<file path="config.mk">
export PLATFORM = sky130hd
export DESIGN_NAME = hcr_host_cmd
export DESIGN_NICKNAME = d
export VERILOG_FILES = /design/src/rtl/hcr_pkg.sv /design/src/rtl/hcr_host_cmd.sv /design/src/rtl/hcr_reset_seq.sv
export VERILOG_INCLUDE_DIRS = /design/src /design/src/rtl
export SDC_FILE = /design/constraint.sdc
export NUM_CORES = 1
export LEC_CHECK = 0
export ABC_AREA = 0
export ABC_CLOCK_PERIOD_IN_PS = 4410
export BUFFER_PORTS_ARGS = -buffer_cell sky130_fd_sc_hd__buf_2
export CAP_MARGIN = 15
export CORE_MARGIN = 1
export CORE_UTILIZATION = 40
export CTS_CLUSTER_DIAMETER = 60
export DETAILED_ROUTE_END_ITERATION = 6
export PLACE_DENSITY = 0.71
export SETUP_SLACK_MARGIN = 0.3
export SLEW_MARGIN = 10
export SYNTH_ARGS = -nofsm -noshare
export SYNTH_HDL_FRONTEND = slang
export SYNTH_HIERARCHICAL = 1
export SYNTH_SLANG_ARGS = --single-unit
</file>
<file path="constraint.sdc">
create_clock -name core_clk -period 4.41 [get_ports core_clk]
set_clock_uncertainty 0.1 [all_clocks]
set_input_delay 0.6615 -clock core_clk [delete_from_list [all_inputs] [get_ports core_clk]]
set_output_delay 0.6615 -clock core_clk [all_outputs]
set_load 0.01 [all_outputs]
</file>
<file path="src/rtl/hcr_regs.svh">
// offsets, reset values and counts of the capability and command registers
`ifndef HCR_REGS_SVH
`define HCR_REGS_SVH

// register map, byte addresses
`define HCR_ADDR_W          12
`define HCR_CAP_PARAMS_OFS  12'h008
`define HCR_HOST_CMD_OFS    12'h020

// capability_parameters field values
`define HCR_EXT_CAPS_PTR    8'h00
`define HCR_ISO_THRESH      4'h8
`define HCR_ASYNC_PARK      1'b1
`define HCR_PROG_FRAME_LIST 1'b1

// host_command reset value and frame list size code for 1024 entries
`define HCR_CMD_RESET       32'h0008_0B00
`define HCR_FLS_1024        2'h0

// length of the core reset sequence, in core_clk cycles
`define HCR_RESET_CYCLES    16

// light reset present by default
`define HCR_LIGHT_RESET_EN  1'b1

// AXI4-Lite response codes
`define HCR_RESP_OKAY       2'h0
`define HCR_RESP_SLVERR     2'h2

`endif

</file>
<file path="src/rtl/hcr_pkg.sv">
// types of the capability and command register block
package hcr_pkg;

  // host_command layout
  typedef struct packed {
    logic [23:0] rsvdHigh;
    logic        lightCoreReset;
    logic [2:0]  rsvdMid;
    logic [1:0]  frameListSize;
    logic        fullControllerReset;
    logic        runStop;
  } hcr_cmd_s;

  // capability_parameters layout
  typedef struct packed {
    logic [15:0] rsvdHigh;
    logic [7:0]  extCapsPointer;
    logic [3:0]  isoSchedThreshold;
    logic        rsvdBit3;
    logic        asyncParkCapable;
    logic        programmableFrameListFlag;
    logic        rsvdBit0;
  } hcr_cap_s;

  // write request held between the address and data channels
  typedef struct packed {
    logic [11:0] addr;
    logic [31:0] data;
    logic [3:0]  strb;
  } hcr_wreq_s;

endpackage : hcr_pkg

</file>
<file path="src/rtl/hcr_host_cmd.sv">
// capability parameters and host command registers behind an AXI4-Lite slave
`timescale 1ns/1ps
`include "hcr_regs.svh"

// Functional notes
// - capability word read-only, reserved bits zero
// - bits 15:8 extended capabilities pointer, zero
// - bits 7:4 iso scheduling threshold 1000
// - bit 2 async park supported, one
// - flag one: honour programmed frame list size
// - command write starts command execution
// - bit 7 light reset: core only
// - light reset absent: bit 7 reads zero
// - bit 1 resets whole controller
// - bit 0 run/stop, resets to zero
module hcr_host_cmd #(
  parameter logic [7:0] EXT_CAPS_PTR    = `HCR_EXT_CAPS_PTR,
  parameter logic [3:0] ISO_THRESH      = `HCR_ISO_THRESH,
  parameter logic       ASYNC_PARK      = `HCR_ASYNC_PARK,
  parameter logic       PROG_FRAME_LIST = `HCR_PROG_FRAME_LIST,
  parameter logic       LIGHT_RESET_EN  = `HCR_LIGHT_RESET_EN,
  parameter int         RESET_CYCLES    = `HCR_RESET_CYCLES
) (
  // clock and reset
  input  wire logic                   core_clk,
  input  wire logic                   rst,
  // AXI4-Lite write address
  input  wire logic [`HCR_ADDR_W-1:0] s_axi_awaddr,
  input  wire logic                   s_axi_awvalid,
  output logic                        s_axi_awready,
  // AXI4-Lite write data
  input  wire logic [31:0]            s_axi_wdata,
  input  wire logic [3:0]             s_axi_wstrb,
  input  wire logic                   s_axi_wvalid,
  output logic                        s_axi_wready,
  // AXI4-Lite write response
  output logic [1:0]                  s_axi_bresp,
  output logic                        s_axi_bvalid,
  input  wire logic                   s_axi_bready,
  // AXI4-Lite read address
  input  wire logic [`HCR_ADDR_W-1:0] s_axi_araddr,
  input  wire logic                   s_axi_arvalid,
  output logic                        s_axi_arready,
  // AXI4-Lite read data
  output logic [31:0]                 s_axi_rdata,
  output logic [1:0]                  s_axi_rresp,
  output logic                        s_axi_rvalid,
  input  wire logic                   s_axi_rready,
  // controller core controls
  output logic                        runStop_q,
  output logic [1:0]                  frameListSize_q,
  output logic                        coreReset_q,
  output logic                        portReset_q,
  output logic                        cmdStrobe_q
);

  // register word select, ignoring byte offset
  function automatic logic regHit(input logic [`HCR_ADDR_W-1:0] addr,
                                  input logic [`HCR_ADDR_W-1:0] ofs);
    regHit = (addr[`HCR_ADDR_W-1:2] == ofs[`HCR_ADDR_W-1:2]);
  endfunction : regHit

  // byte-lane merge of write data into an old word
  function automatic logic [31:0] laneMerge(input logic [31:0] oldWord,
                                            input logic [31:0] newWord,
                                            input logic [3:0]  strb);
    logic [31:0] res;
    res = oldWord;
    for (int i = 0; i < 4; i++) begin
      if (strb[i]) begin
        res[8*i +: 8] = newWord[8*i +: 8];
      end
    end
    laneMerge = res;
  endfunction : laneMerge

  // capability word, constant
  hcr_pkg::hcr_cap_s capWord;
  assign capWord.rsvdHigh                  = '0;
  assign capWord.extCapsPointer            = EXT_CAPS_PTR;
  assign capWord.isoSchedThreshold         = ISO_THRESH;
  assign capWord.rsvdBit3                  = 1'b0;
  assign capWord.asyncParkCapable          = ASYNC_PARK;
  assign capWord.programmableFrameListFlag = PROG_FRAME_LIST;
  assign capWord.rsvdBit0                  = 1'b0;

  // bus channel state
  logic                  awHeld_q;
  logic                  wHeld_q;
  hcr_pkg::hcr_wreq_s    wreq_q;
  hcr_pkg::hcr_cmd_s     cmd_q;
  hcr_pkg::hcr_cmd_s     cmd_d;

  wire awTake  = s_axi_awvalid && s_axi_awready;
  wire wTake   = s_axi_wvalid && s_axi_wready;
  wire doWrite = awHeld_q && wHeld_q && !s_axi_bvalid;
  wire arTake  = s_axi_arvalid && s_axi_arready;

  wire awHeld_d = doWrite ? 1'b0 : (awTake ? 1'b1 : awHeld_q);
  wire wHeld_d  = doWrite ? 1'b0 : (wTake ? 1'b1 : wHeld_q);
  wire bValid_d = doWrite ? 1'b1 : (s_axi_bready ? 1'b0 : s_axi_bvalid);
  wire rValid_d = arTake ? 1'b1 : (s_axi_rready ? 1'b0 : s_axi_rvalid);

  // write decode
  wire wrCap = regHit(wreq_q.addr, `HCR_CAP_PARAMS_OFS);
  wire wrCmd = regHit(wreq_q.addr, `HCR_HOST_CMD_OFS);
  wire [1:0] wrResp = (wrCap || wrCmd) ? `HCR_RESP_OKAY : `HCR_RESP_SLVERR;

  // reset sequencers
  logic fullBusy;
  logic fullDone;
  logic lightBusy;
  logic lightDone;

  // a write during a full reset is acknowledged but not applied
  wire cmdWr = doWrite && wrCmd && !fullBusy;
  hcr_pkg::hcr_cmd_s wrWord;
  assign wrWord = hcr_pkg::hcr_cmd_s'(laneMerge(cmd_q, wreq_q.data, wreq_q.strb));

  wire fullStart  = cmdWr && wrWord.fullControllerReset;
  wire lightStart = LIGHT_RESET_EN && cmdWr && !fullStart
                    && wrWord.lightCoreReset && !lightBusy;

  // next command word
  always_comb begin
    cmd_d = cmd_q;
    if (fullDone) begin
      cmd_d = hcr_pkg::hcr_cmd_s'(`HCR_CMD_RESET);
    end else if (cmdWr) begin
      cmd_d = wrWord;
      if (!PROG_FRAME_LIST) begin
        cmd_d.frameListSize = `HCR_FLS_1024;
      end
      cmd_d.fullControllerReset = fullStart;
      cmd_d.lightCoreReset = LIGHT_RESET_EN
                             && (lightStart || (lightBusy && !lightDone));
      if (fullStart || lightStart) begin
        cmd_d.runStop = 1'b0;
      end
    end else if (lightDone) begin
      cmd_d.lightCoreReset = 1'b0;
    end
  end

  // read decode
  wire rdCap = regHit(s_axi_araddr, `HCR_CAP_PARAMS_OFS);
  wire rdCmd = regHit(s_axi_araddr, `HCR_HOST_CMD_OFS);
  wire [31:0] rdWord = rdCap ? 32'(capWord) : (rdCmd ? 32'(cmd_q) : 32'h0000_0000);
  wire [1:0]  rdResp = (rdCap || rdCmd) ? `HCR_RESP_OKAY : `HCR_RESP_SLVERR;

  hcr_reset_seq #(
    .CYCLES (RESET_CYCLES)
  ) u_full_seq (
    .core_clk (core_clk),
    .rst      (rst),
    .start    (fullStart),
    .busy_q   (fullBusy),
    .done_q   (fullDone)
  );

  hcr_reset_seq #(
    .CYCLES (RESET_CYCLES)
  ) u_light_seq (
    .core_clk (core_clk),
    .rst      (rst),
    .start    (lightStart),
    .busy_q   (lightBusy),
    .done_q   (lightDone)
  );

  // write channels
  always_ff @(posedge core_clk or posedge rst) begin
    if (rst) begin
      awHeld_q      <= 1'b0;
      wHeld_q       <= 1'b0;
      wreq_q        <= '0;
      s_axi_awready <= 1'b0;
      s_axi_wready  <= 1'b0;
      s_axi_bvalid  <= 1'b0;
      s_axi_bresp   <= `HCR_RESP_OKAY;
    end else begin
      awHeld_q      <= awHeld_d;
      wHeld_q       <= wHeld_d;
      s_axi_awready <= !awHeld_d;
      s_axi_wready  <= !wHeld_d;
      s_axi_bvalid  <= bValid_d;
      if (awTake) begin
        wreq_q.addr <= s_axi_awaddr;
      end
      if (wTake) begin
        wreq_q.data <= s_axi_wdata;
        wreq_q.strb <= s_axi_wstrb;
      end
      if (doWrite) begin
        s_axi_bresp <= wrResp;
      end
    end
  end

  // read channels
  always_ff @(posedge core_clk or posedge rst) begin
    if (rst) begin
      s_axi_arready <= 1'b0;
      s_axi_rvalid  <= 1'b0;
      s_axi_rdata   <= 32'h0000_0000;
      s_axi_rresp   <= `HCR_RESP_OKAY;
    end else begin
      s_axi_arready <= !rValid_d;
      s_axi_rvalid  <= rValid_d;
      if (arTake) begin
        s_axi_rdata <= rdWord;
        s_axi_rresp <= rdResp;
      end
    end
  end

  // command register and core controls
  always_ff @(posedge core_clk or posedge rst) begin
    if (rst) begin
      cmd_q           <= hcr_pkg::hcr_cmd_s'(`HCR_CMD_RESET);
      runStop_q       <= 1'b0;
      frameListSize_q <= `HCR_FLS_1024;
      coreReset_q     <= 1'b0;
      portReset_q     <= 1'b0;
      cmdStrobe_q     <= 1'b0;
    end else begin
      cmd_q           <= cmd_d;
      runStop_q       <= cmd_d.runStop;
      frameListSize_q <= cmd_d.frameListSize;
      coreReset_q     <= fullBusy || lightBusy || fullStart || lightStart;
      portReset_q     <= fullBusy || fullStart;
      cmdStrobe_q     <= cmdWr;
    end
  end

endmodule : hcr_host_cmd

</file>
<file path="src/rtl/hcr_reset_seq.sv">
// timed reset sequence: busy level for a fixed count, then a done pulse
`timescale 1ns/1ps
`include "hcr_regs.svh"

module hcr_reset_seq #(
  parameter int CYCLES = `HCR_RESET_CYCLES
) (
  // clock and reset
  input  wire logic core_clk,
  input  wire logic rst,
  // control
  input  wire logic start,
  // status
  output logic      busy_q,
  output logic      done_q
);

  localparam int CW = $clog2(CYCLES + 1);

  logic [CW-1:0] count_q;
  wire           lastCount = busy_q && (count_q == CW'(1));

  always_ff @(posedge core_clk or posedge rst) begin
    if (rst) begin
      busy_q  <= 1'b0;
      done_q  <= 1'b0;
      count_q <= '0;
    end else begin
      done_q <= lastCount;
      if (start && !busy_q) begin
        busy_q  <= 1'b1;
        count_q <= CW'(CYCLES);
      end else if (lastCount) begin
        busy_q  <= 1'b0;
        count_q <= '0;
      end else if (busy_q) begin
        count_q <= count_q - CW'(1);
      end
    end
  end

endmodule : hcr_reset_seq
</file>
# Word level (Yosys, flattened, before mapping)
# Cells that the tools add are included.
# op_classes
addsub	2
eq_ne	6
shifts	0
mux	32
magnitude_cmp	0
n_mul	0
n_div	0
n_reduce_logical	49
bitwise	0
# ops
cell	count
two-way mux 32 bit	3
two-way mux 8 bit	4
two-way mux 5 bit	6
two-way mux 24 bit	1
equality test 10 x 2 -> 1 bit (second input constant)	2
equality test 10 x 4 -> 1 bit (second input constant)	2
logical AND 1 bit	16
nonzero test 2 bit	8
two-way mux 1 bit	15
nonzero test 3 bit	4
equality test 5 x 1 -> 1 bit (second input constant)	2
AND reduction 2 bit	5
subtractor 5 x 1 -> 5 bit (second input constant)	2
logical NOT 1 bit	8
logical OR 1 bit	8
two-way mux 7 bit	1
two-way mux 2 bit	2
# word_totals
elab_cells	119
in_bits	67
n_memories	0
out_inout_bits	47
rom_bits	0
reg_bits	140
latchBits	0
ramBits	0

# Logic depth before layout (Yosys ltp)
# Gate-level depths: netlist of the first run.
# logic_depth
word_depth	13
depth_mapped	7
ltp_nobuf	6

# Modules after synthesis
# Netlist of the first run, hierarchy kept.
# modules_own_cells
mod	instances	seq_area_each_um2	cells_per_inst	area_each_um2
hcr_host_cmd	1	3057.9	390	4865.9
hcr_reset_seq	2	175.2	35	356.6

# Least setup slack after synthesis of the first run
# Ideal clock, no wire load.
# synth_path
path_type	in2reg
start	input s_axi_araddr[2]
end	register s_axi_rdata[0]
slack_ps	2595
path_stages	6
required_time_ps	4245
path_buffers	2
setup_ps	65
t_arrival_ps	1649
path_cell_list	nor4_1 > nand2_1 > nor3b_2 > buf_4 > buf_6 > a22o_1
# synth_via
elab_chain_len	3
elab_cells_between_ends	4
cone_classes	2 x eq/ne; 2 x mux
# synth_rtl
item	line_no	rtl
start: declaration	hcr_host_cmd.sv:41	input wire logic [`HCR_ADDR_W-1:0] s_axi_araddr,
equality test 10 x 4 -> 1 bit	hcr_host_cmd.sv:60	regHit = (addr[`HCR_ADDR_W-1:2] == ofs[`HCR_ADDR_W-1:2]);
two-way mux 32 bit	hcr_host_cmd.sv:148	wire [31:0] rdWord = rdCap ? 32'(capWord) : (rdCmd ? 32'(cmd_q) : 32'h0000_0000);
two-way mux 32 bit *	hcr_host_cmd.sv:148	
end signal: assignment	hcr_host_cmd.sv:211	s_axi_rdata <= rdWord;
end: declaration	hcr_host_cmd.sv:45	output logic [31:0] s_axi_rdata,
# Every way passes the cells marked *; elsewhere a longest branch is shown, timed or not.
# A chain may end at the register's enable or synchronous reset.

# Final worst setup path of the first run
# layout_path
start	register wreq_q[42] (netlist name)
end	register u_light_seq.count_q[2]
# layout_via
elab_chain_len	10
elab_cells_between_ends	11
cone_classes	1 x eq/ne; 1 x mux; 9 x reduce/logical
# layout_rtl
item	line_no	rtl
start: declaration	hcr_host_cmd.sv:90	hcr_pkg::hcr_wreq_s wreq_q;
equality test 10 x 4 -> 1 bit *	hcr_host_cmd.sv:60	
logical AND 1 bit * (2 in a row)	hcr_host_cmd.sv:116	wire cmdWr = doWrite && wrCmd && !fullBusy;
logical AND 1 bit	hcr_host_cmd.sv:120	wire fullStart = cmdWr && wrWord.fullControllerReset;
logical NOT 1 bit	hcr_host_cmd.sv:121	wire lightStart = LIGHT_RESET_EN && cmdWr && !fullStart
logical AND 1 bit *	hcr_host_cmd.sv:121	
logical AND 1 bit * (2 in a row)	hcr_host_cmd.sv:122	&& wrWord.lightCoreReset && !lightBusy;
via lightStart	hcr_host_cmd.sv:121	
logical AND 1 bit *	hcr_reset_seq.sv:30	if (start && !busy_q) begin
nonzero test 3 bit (no source line) or two-way mux 5 bit (tied branches)	--	
end signal: assignment	hcr_reset_seq.sv:32	count_q <= CW'(CYCLES);
end signal: assignment	hcr_reset_seq.sv:37	count_q <= count_q - CW'(1);
end: declaration	hcr_reset_seq.sv:20	logic [CW-1:0] count_q;
# Mark *: on every way through the listed nets, which the timed path passes. The rest lies on a longest branch.

==> results.py, run 1 <==
metrics = {
    "clock_tree": {
        "clockRootBuffer": "clkbuf_16",
        "cts_hold_buf": 0,
        "postCtsSetupBuffers": 0,
        "cts_inserted_buffers": 17,
        "cts_buffer_depth": 2,
        "htree_levels": 4,
        "ctsResizeCount": 0,
        "clock-sinks": 136,
        "path_clk_slew_ns": 0.05,
        "worst_skew_pair.late_latency_ns": 0.41,
        "cts_tree": "yes",
    },
    "layout": {
        "fin_area_um2": 6800,
        "drive_above_1_share": 0.346,
        "fin_nets": 631,
        "diodes": 0,
        "syn2layout_area_growth_pct": 22.0,
        "fill_cells": 1153,
        "fin_util": 0.508,
    },
    "synthesis": {
        "avgSynthCellArea_um2": 12.1,
        "synthesis.instances": 460,
        "yosys_register_bits": 136,
        "ys_async_sr_fraction": 1.00,
        "synthFlopType": "dfrtp_1",
        "ys_types": 48,
        "yosysWarnings": 6,
        "synth_area_um2": 5580,
        "synth_edf_count": 0,
        "synth_seq_area_share": 0.611,
    },
    "job": {
        "max-cap-violations": 0,
    },
    "worst_setup_path": {
        "end_kind": "flop",
        "critPathArrivalTime_ns": 3.19,
        "path_max_fanout": 31,
        "crit_type": "reg2reg",
        "crit_path_max_incr_delay_ns": 0.78,
        "start_kind": "flop",
        "crit_path_cell_trace": "nor4_2 -> nand4_2 -> a211oi_1 -> nor2_1 -> o21ai_0 -> o31ai_1",
        "cp_slowest_cell": "a211oi_1",
        "required_ns": 4.59,
    },
    "min_path": {
        "hold_path.class": "in2async",
    },
    "power": {
        "ir_drop_mv": 0.278,
        "powerDensity_nw_per_um2": 566,
        "switching_share": 0.269,
        "p_int_mw": 2.81,
        "comb_power_share": 0.166,
        "seqPwrFrac": 0.458,
        "clockPowerShare": 0.376,
        "p_leak_nw": 3.22,
        "switchingPower_mw": 1.04,
    },
    "global_route": {
        "gr-usage-met1": 0.251,
        "use_met3": 0.0518,
        "grt_max_degree": 72,
        "grtUsageTotal": 0.177,
        "grt_pass1_wl_um": 19800,
        "gr-total-overflow": 0,
        "grt_pass1_vias": 3944,
        "grt-busiest-layer": "met2",
        "antenna_found_initial": 0,
        "grt_use_met2": 0.258,
    },
    "drt": {
        "postRouteAntennaNets": 0,
        "vias_per_cell": 5.21,
        "num_vias": 3902,
        "routed_wl_um": 11900,
        "wl_per_cell_um": 15.8,
        "drtIter0Drc": 294,
        "first_pass_iters": 4,
        "route.detailed.drc": 0,
    },
    "placed_design": {
        "hpwl_um": 8140,
        "io_buffers": 107,
        "dpl_cell_area_um2": 6200,
        "gp_congestion": 0.764,
    },
    "sta": {
        "maxSlewHeadroom": 0.208,
        "finalCritPeriodShare": 0.683,
        "report.final.slew_viol_count": 0,
        "hold_viol_final": 0,
        "setup_tns_ns": 0,
        "timing.fmax_mhz": 332,
        "tightestPinTransition_ns": 1.19,
        "rsz0062_at_grt": "no",
        "setup_violations": 0,
        "fin_crit_ns": 3.01,
    },
    "floorplan": {
        "start_util": 0.416,
        "die_area_um2": 14400,
        "num_rows": 42,
        "die-height_um": 120,
        "die_x_um": 120,
        "io-pin-count": 114,
        "core_um2": 13400,
    },
    "run_status": {
        "outcome": "complete, no violations",
    },
}
## metal layers
| metal | part of all wire | wire length (um) |
|---|---|---|
| met5 | 0 | 0 |
| met1 | 0.46 | 5500 |
| met3 | 0.059 | 703 |
| met2 | 0.46 | 5480 |
| met4 | 0.014 | 167 |
## worst max-delay path, delay by kind of cell (launching register included)
kind,cells,cell delay [ns]
AO/OA/AOI/OAI,3,1.07
flip-flops,1,0.39
AND/OR/NAND/NOR,3,1.31
## layout make-up
cell class                 count  area [um^2]  area share
clock buffer                  23          458      0.0673
clock inverter                 9          148      0.0217
inverter                      24         93.8      0.0138
multi-input combinational    271         1920       0.282
sequential                   136         3410       0.501
tap                          176          220      0.0324
timing repair buffer         110          558      0.0820
## metrics by stage
stage               worst slack [ns]  hold slack (ns)  cells  power, mW
finish                          1.40            0.117    749       3.85
global route                    1.23            0.134    749       4.05
CTS                             1.44            0.113    749       3.88
detailed placement              1.46            0.364    717       2.42
global placement                1.58            0.355    717       2.36
floorplan                      0.413            0.360    461       2.22
## synth_stat cells (3+ instances only)
cell type	count	area [um^2]
ha_1	4	50.1
nor2_1	16	60.1
dfrtp_1	132	3300
clkbuf_1	13	48.8
inv_1	23	86.3
mux2_2	41	462
buf_2	6	30.0
o21ai_0	38	190
a21oi_1	30	150
o21ai_1	12	60.1
buf_4	8	60.1
o31ai_1	5	37.5
nand3_1	27	135
dfstp_2	4	105
nor3_1	3	15.0
buf_6	3	33.8
a22o_1	29	254
nor2b_1	5	31.3
mux2i_1	6	60.1
nand2_1	19	71.3
## placed cells by master, fill, tap and decap left out, drive strengths merged, types with 2 or more instances in the layout
cell      n
inv      23
bufinv    4
mux2i     6
and4bb    2
clkinv    5
conb      2
o31ai     5
nand3    27
or3b      2
ha        4
buf     110
xnor2     2
nor2b     5
clkbuf   23
a21oi    30
nor4      4
o41ai     2
a22o     29
dfstp     4
nor3      5
dfrtp   132
nor3b     3
mux2     41
and2      2
nor2     17
nand2    19
o21ai    50
## path summary, 6_finish.rpt
path,start,endpoint,slack [ns],cells after the start
hold / removal,rst,u_full_seq/count_q[3],0.12,2
setup reg to reg,wreq_q[42],u_light_seq/count_q[2],1.40,6
setup / recovery,wreq_q[42],u_light_seq/count_q[2],1.40,6
max in group asynchronous,rst,cmd_q[8],2.96,3
hold reg to reg,s_axi_rdata[2],s_axi_rdata[2],0.38,2
min in group core_clk,s_axi_bready,s_axi_bvalid,0.33,2
## flip-flops by register name, indices dropped and copies added (netlist names), 5 cells and up
| name | cells |
|---|---|
| u_full_seq/count_q | 5 |
| wreq_q | 46 |
| u_light_seq/count_q | 5 |
| s_axi_rdata | 32 |
| cmd_q | 32 |
## kinds of logic (layout without fill, tap and decap cells)
family | Yosys count | after routing | synth area share
buffers and inverters | 54 | 166 | 0.0473
flip-flops | 136 | 136 | 0.611
AO/OA/AOI/OAI | 124 | 124 | 0.142
XOR/XNOR | 3 | 3 | 0.00471
AND/OR/NAND/NOR | 91 | 91 | 0.0919
adder cells (fa/ha/maj) | 4 | 4 | 0.00897
other | 1 | 2 | 0.000672
multiplexers | 47 | 47 | 0.0935
## power by group through the flow
stage / sequential, mW / combinational [mW] / clock (mW)
finish: 1.76 / 0.639 / 1.45
global route: 1.81 / 0.715 / 1.53
global placement: 1.76 / 0.605 / 0
CTS: 1.76 / 0.648 / 1.47
floorplan: 1.70 / 0.518 / 0
detailed placement: 1.78 / 0.641 / 0
No activity file was read; power rests on OpenSTA's default activity.
==> run 2, diff against run 1 <==
--- a/config.mk
+++ b/config.mk
@@ -7,14 +7,14 @@
 export NUM_CORES = 1
 export LEC_CHECK = 0
 export ABC_AREA = 0
-export ABC_CLOCK_PERIOD_IN_PS = 4410
+export ABC_CLOCK_PERIOD_IN_PS = 2500
 export BUFFER_PORTS_ARGS = -buffer_cell sky130_fd_sc_hd__buf_2
 export CAP_MARGIN = 15
 export CORE_MARGIN = 1
 export CORE_UTILIZATION = 40
 export CTS_CLUSTER_DIAMETER = 60
 export DETAILED_ROUTE_END_ITERATION = 6
-export PLACE_DENSITY = 0.71
+export PLACE_DENSITY = 0.74
 export SETUP_SLACK_MARGIN = 0.3
 export SLEW_MARGIN = 10
 export SYNTH_ARGS = -nofsm -noshare
==> constraint.sdc (replaced) <==
create_clock -name core_clk -period 2.5 [get_ports core_clk]
set_clock_uncertainty 0.1 [all_clocks]
set_input_delay 0.375 -clock core_clk [delete_from_list [all_inputs] [get_ports core_clk]]
set_output_delay 0.375 -clock core_clk [all_outputs]
set_load 0.01 [all_outputs]
==> run 2 against run 1 <==
Total power increased by 81%; routed wire length increased by 0.57%; utilization increased by 0.75 points; maximum frequency increased by 49%; via count increased by 2.1%; clock power increased by 88%; final area increased by 1.5%; hold slack got worse by 0.059 ns; flip-flop and latch count unchanged; largest power group unchanged; register-to-register slack got worse by 0.93 ns; first-iteration DRC count increased by 26%; critical path type unchanged; critical endpoint is now u_full_seq/count_q[2]; critical path depth unchanged.
==> results.py, run 2 (synthesized netlist as in run 1, its figures left out) <==
metrics = {
    "sta": {
        "fin_crit_ns": 2.03,
        "report.final.slew_viol_count": 0,
        "tightestPinTransition_ns": 1.13,
        "rsz0062_at_grt": "no",
        "setup_tns_ns": 0,
        "timing.fmax_mhz": 493,
        "setup_violations": 0,
        "hold_viol_final": 0,
        "finalCritPeriodShare": 0.811,
        "maxSlewHeadroom": 0.244,
    },
    "worst_setup_path": {
        "required_ns": 2.67,
        "end_kind": "flop",
        "start_kind": "flop",
        "crit_type": "reg2reg",
        "critPathArrivalTime_ns": 2.20,
        "path_max_fanout": 10,
    },
    "global_route": {
        "grt_pass1_vias": 3992,
        "grtUsageTotal": 0.179,
        "gr-total-overflow": 0,
        "antenna_found_initial": 0,
        "grt_max_degree": 66,
        "grt_pass1_wl_um": 19900,
    },
    "layout": {
        "largest_reg_flops": 46,
        "regArea_um2": 3410,
        "regMostFlops": "wreq_q",
        "fill_cells": 1125,
        "diodes": 0,
        "layout_commonest_cell": "dfrtp_1",
        "final_cell_mix": "132 x dfrtp_1, 107 x buf_2, 41 x mux2_2",
        "largestRegisters": "wreq_q x46, cmd_q x32, s_axi_rdata x32",
        "syn2layout_area_growth_pct": 23.7,
        "multi_input_area_um2": 1920,
        "final_cells": 753,
        "fin_nets": 635,
        "drive_above_1_share": 0.355,
    },
    "placed_design": {
        "io_buffers": 107,
        "hpwl_um": 8250,
        "gp_congestion": 0.761,
        "dpl.cell_count": 720,
    },
    "drt": {
        "first_pass_iters": 4,
        "num_vias": 3983,
        "wl_per_cell_um": 15.8,
        "routed_wl_um": 11900,
        "drtIter0Drc": 370,
        "route.detailed.drc": 0,
        "vias_per_cell": 5.29,
        "postRouteAntennaNets": 0,
    },
    "floorplan": {
        "core_um2": 13400,
        "io-pin-count": 114,
        "start_util": 0.416,
        "die_x_um": 120,
        "die-height_um": 120,
        "die_area_um2": 14400,
        "num_rows": 42,
    },
    "min_path": {
        "hold_path.class": "in2reg",
    },
    "run_status": {
        "outcome": "complete, no violations",
    },
    "job": {
        "max-cap-violations": 0,
    },
    "power": {
        "ir_drop_mv": 0.570,
        "p_leak_nw": 3.26,
        "powerDensity_nw_per_um2": 1010,
    },
    "clock_tree": {
        "htree_levels": 4,
        "worst_skew_pair.late_latency_ns": 0.41,
        "clockRootBuffer": "clkbuf_16",
        "clock-sinks": 136,
        "path_clk_slew_ns": 0.06,
        "cts_buffer_depth": 2,
        "cts_inserted_buffers": 17,
        "cts_tree": "yes",
    },
}
## run 2: final timing paths
kind                       slack (ns)                      to         startpoint  cells past startpoint
max in group asynchronous        0.99               cmd_q[19]                rst                      4
min in group asynchronous        0.39  u_light_seq/count_q[4]                rst                      3
setup / recovery                 0.47   u_full_seq/count_q[2]  u_full_seq/busy_q                      6
hold / removal                   0.06            s_axi_bvalid       s_axi_bready                      2
hold reg to reg                  0.37          s_axi_rdata[2]     s_axi_rdata[2]                      2
setup reg to reg                 0.47   u_full_seq/count_q[2]  u_full_seq/busy_q                      6
## run 2: area by class of cell
class                           count  share of cell area
Clock inverter                     11              0.0281
Clock buffer                       21              0.0667
Multi-Input combinational cell    271               0.279
Sequential cell                   136               0.494
Tap cell                          176              0.0319
Inverter                           24              0.0138
Timing Repair Buffer              114              0.0874
## run 2: stage by stage
step           hold slack [ns]  area [um^2]  power [mW]  setup WS, ns  utilization
4_1_cts                 0.0343         6900        7.03         0.328        0.515
3_5_place_dp             0.266         6230        4.27         0.356        0.465
3_3_place_gp             0.255         6230        4.18         0.396        0.465
2_1_floorplan           0.0784         5590        3.91         0.531            -
6_report                0.0575         6900        6.97         0.473        0.515
5_1_grt                 0.0454         6900        7.31         0.291        0.515
## run 2: timing repair
action | in CTS | in global routing
resized for setup | 0 | 1
hold endpoints to repair | 32 | 0
hold buffers | 1 | 0
setup endpoints to repair | 0 | 4
setup buffers | 0 | 0
## run 2: report_power, final
part | internal (mW) | total (mW) | switching (mW)
clock | 1.83 | 2.72 | 0.891
sequential | 2.71 | 3.12 | 0.412
combinational | 0.575 | 1.13 | 0.558
total | 5.11 | 6.97 | 1.86
## run 2: worst max-delay path, cell delays in order (launching register included)
cell and delay (ns):
dfrtp_1 0.48, nor3b_1 0.28, nand4_2 0.25, nor2_1 0.33, nor2_1 0.16, o21ai_0 0.20
o31ai_1 0.09
## run 2: metal layers
metal,GRT usage,vias to the layer above,part of all wire
met4,0.0672,0,0.013
met5,0,-,0
met3,0.0471,14,0.056
met2,0.287,136,0.48
li1,-,1843,-
met1,0.231,1990,0.45
==> run 3, diff against run 2 <==
--- a/config.mk
+++ b/config.mk
@@ -7,7 +7,7 @@
 export NUM_CORES = 1
 export LEC_CHECK = 0
 export ABC_AREA = 0
-export ABC_CLOCK_PERIOD_IN_PS = 2500
+export ABC_CLOCK_PERIOD_IN_PS = 1700
 export BUFFER_PORTS_ARGS = -buffer_cell sky130_fd_sc_hd__buf_2
 export CAP_MARGIN = 15
 export CORE_MARGIN = 1
==> constraint.sdc (replaced) <==
create_clock -name core_clk -period 1.7 [get_ports core_clk]
set_clock_uncertainty 0.1 [all_clocks]
set_input_delay 0.255 -clock core_clk [delete_from_list [all_inputs] [get_ports core_clk]]
set_output_delay 0.255 -clock core_clk [all_outputs]
set_load 0.01 [all_outputs]
==> run 3 against run 2 <==
The run now ends with setup timing left; critical path depth grew 1; maximum frequency grew 8.3%; routed wire length grew 15%; worst setup slack lost 0.64 ns; flip-flop and latch count is the same; via count grew 8.0%; global-route usage grew 2.5 points; die area is the same; first-iteration DRC count shrank 17%; non-clock buffer count grew 76; sequential share of layout area shrank 6.0 points; combinational power grew 88%; critical path type unchanged; highest routed layer unchanged.
==> results.py, run 3 (synthesized netlist as in run 1, its figures left out) <==
metrics = {
    "sta": {
        "timing.fmax_mhz": 534,
        "fin_ws_ns": -0.172,
        "report.final.slew_viol_count": 0,
        "finalCritPeriodShare": 1.10,
        "rsz0062_at_grt": "yes",
        "setup_violations": 39,
        "hold_viol_final": 0,
        "fin_crit_ns": 1.87,
    },
    "run_status": {
        "outcome": "complete, but fails checks",
        "violations": "setup timing",
    },
    "global_route": {
        "grt_pass1_vias": 4617,
        "gr-usage-met1": 0.253,
        "grt_max_degree": 50,
        "grt-busiest-layer": "met2",
        "grt_pass1_wl_um": 22700,
        "grtUsageTotal": 0.204,
        "antenna_found_initial": 0,
        "gr-total-overflow": 0,
        "grt_use_met2": 0.336,
        "use_met3": 0.0646,
    },
    "worst_setup_path": {
        "start_kind": "flop",
        "crit_type": "reg2reg",
        "crit_path_max_incr_delay_ns": 0.40,
        "path_max_fanout": 5,
        "rrSetupSlack_ns": -0.17,
        "required_ns": 1.88,
        "cp-startpoint": "wreq_q[40]",
        "r2r_cells": 7,
        "rr_startpoint": "wreq_q[40]",
        "cp_slowest_cell": "dfrtp_1",
        "critPathArrivalTime_ns": 2.05,
        "crit_path_cell_trace": "nor4_4 -> nand4_2 -> buf_6 -> a211oi_4 -> nor2_2 -> o21ai_1 -> o31ai_1",
        "rr_endpoint": "u_light_seq/count_q[2]",
        "end_kind": "flop",
        "crit_end": "u_light_seq/count_q[2]",
    },
    "floorplan": {
        "die_area_um2": 14400,
        "start_util": 0.416,
        "core_um2": 13400,
        "die_x_um": 120,
        "num_rows": 42,
        "die-height_um": 120,
        "io-pin-count": 114,
    },
    "layout": {
        "largest_reg_flops": 46,
        "fin_nets": 711,
        "final_cell_mix": "131 x dfrtp_1, 106 x buf_2, 49 x dlygate4sd3_1",
        "layout_commonest_cell": "dfrtp_1",
        "syn2layout_area_growth_pct": 40.9,
        "fill_cells": 1065,
        "regMostFlops": "wreq_q",
        "drive_above_1_share": 0.427,
        "largestRegisters": "wreq_q x46, cmd_q x32, s_axi_rdata x32",
        "diodes": 0,
    },
    "drt": {
        "drtIter0Drc": 308,
        "wl_per_cell_um": 16.5,
        "first_pass_iters": 6,
        "postRouteAntennaNets": 0,
        "routed_wl_um": 13700,
        "vias_per_cell": 5.19,
        "route.detailed.drc": 0,
        "num_vias": 4303,
    },
    "job": {
        "max-cap-violations": 0,
    },
    "clock_tree": {
        "worst_skew_pair.late_latency_ns": 0.42,
        "cts_inserted_buffers": 17,
        "htree_levels": 4,
        "cts_tree": "yes",
        "path_clk_slew_ns": 0.06,
        "clockRootBuffer": "clkbuf_16",
        "cts_buffer_depth": 2,
        "clock-sinks": 136,
    },
    "placed_design": {
        "io_buffers": 107,
        "gp_congestion": 0.765,
        "post-place-ws_ns": -0.202,
        "hpwl_um": 8810,
    },
    "power": {
        "ir_drop_mv": 0.776,
        "p_leak_nw": 3.61,
        "total_power_mw": 10.4,
        "powerDensity_nw_per_um2": 1320,
    },
    "min_path": {
        "hold_path.class": "in2reg",
    },
}
## run 3: how the worst min path moves through the flow
stage / start / end / slack (ns) / cells past startpoint
global placement: rst / u_full_seq/count_q[1] / 0.14 / 2
floorplan: rst / u_full_seq/busy_q / -0.04 / 1
detailed placement: rst / u_full_seq/count_q[1] / 0.14 / 2
CTS: s_axi_wdata[24] / wreq_q[28] / 0.002 / 2
global route: s_axi_araddr[9] / s_axi_rdata[1] / 0.14 / 4
finish: s_axi_araddr[5] / s_axi_rdata[1] / 0.13 / 4
## run 3: layer usage
metal | wire, um | vias to the layer above
met5 | 0 | -
met4 | 247 | 0
met3 | 678 | 20
met2 | 6910 | 121
met1 | 5830 | 2161
li1 | - | 2001
## run 3: critical path: cells and delay by family, from the launching register on
kind / cells / cell delay (ns)
AOI/OAI and AO/OA: 3 / 0.42
buffers and inverters: 1 / 0.18
DFF: 1 / 0.40
and+or+nand+nor: 3 / 0.62
## run 3: area by class of cell
type / instances / area [um^2] / area share
clock buffer: 25 / 495 / 0.0630
multi-input combinational: 271 / 2160 / 0.274
clock inverter: 7 / 92.6 / 0.0118
timing repair buffer: 190 / 1390 / 0.177
tap: 176 / 220 / 0.0280
inverter: 24 / 98.8 / 0.0126
sequential: 136 / 3410 / 0.434
## run 3: power by group
group / switching, mW / internal [mW]
clock: 1.32 / 2.31
sequential: 0.630 / 3.98
combinational: 1.02 / 1.10
total: 2.97 / 7.39
## run 3: timing repair
item                                    4_1_cts  5_1_grt
setup buffers                                 2        4
pin swaps                                     4        8
hold buffers                                 47        2
endpoints found under the setup margin       48       59
hold endpoints to repair                     75        2
gates cloned                                  0        0
resized for setup                            11       28
## run 3: per-stage QoR
stage          TNS, ns  hold WS [ns]  instances  area (um^2)   util
2_1_floorplan   -17.61       -0.0416        461         5750      -
3_3_place_gp    -0.754         0.136        742         6590  0.492
3_5_place_dp     -1.94         0.144        742         6590  0.492
4_1_cts          -1.73       0.00178        823         7720  0.576
5_1_grt          -5.58         0.142        829         7860  0.587
6_report         -2.28         0.133        829         7860  0.587
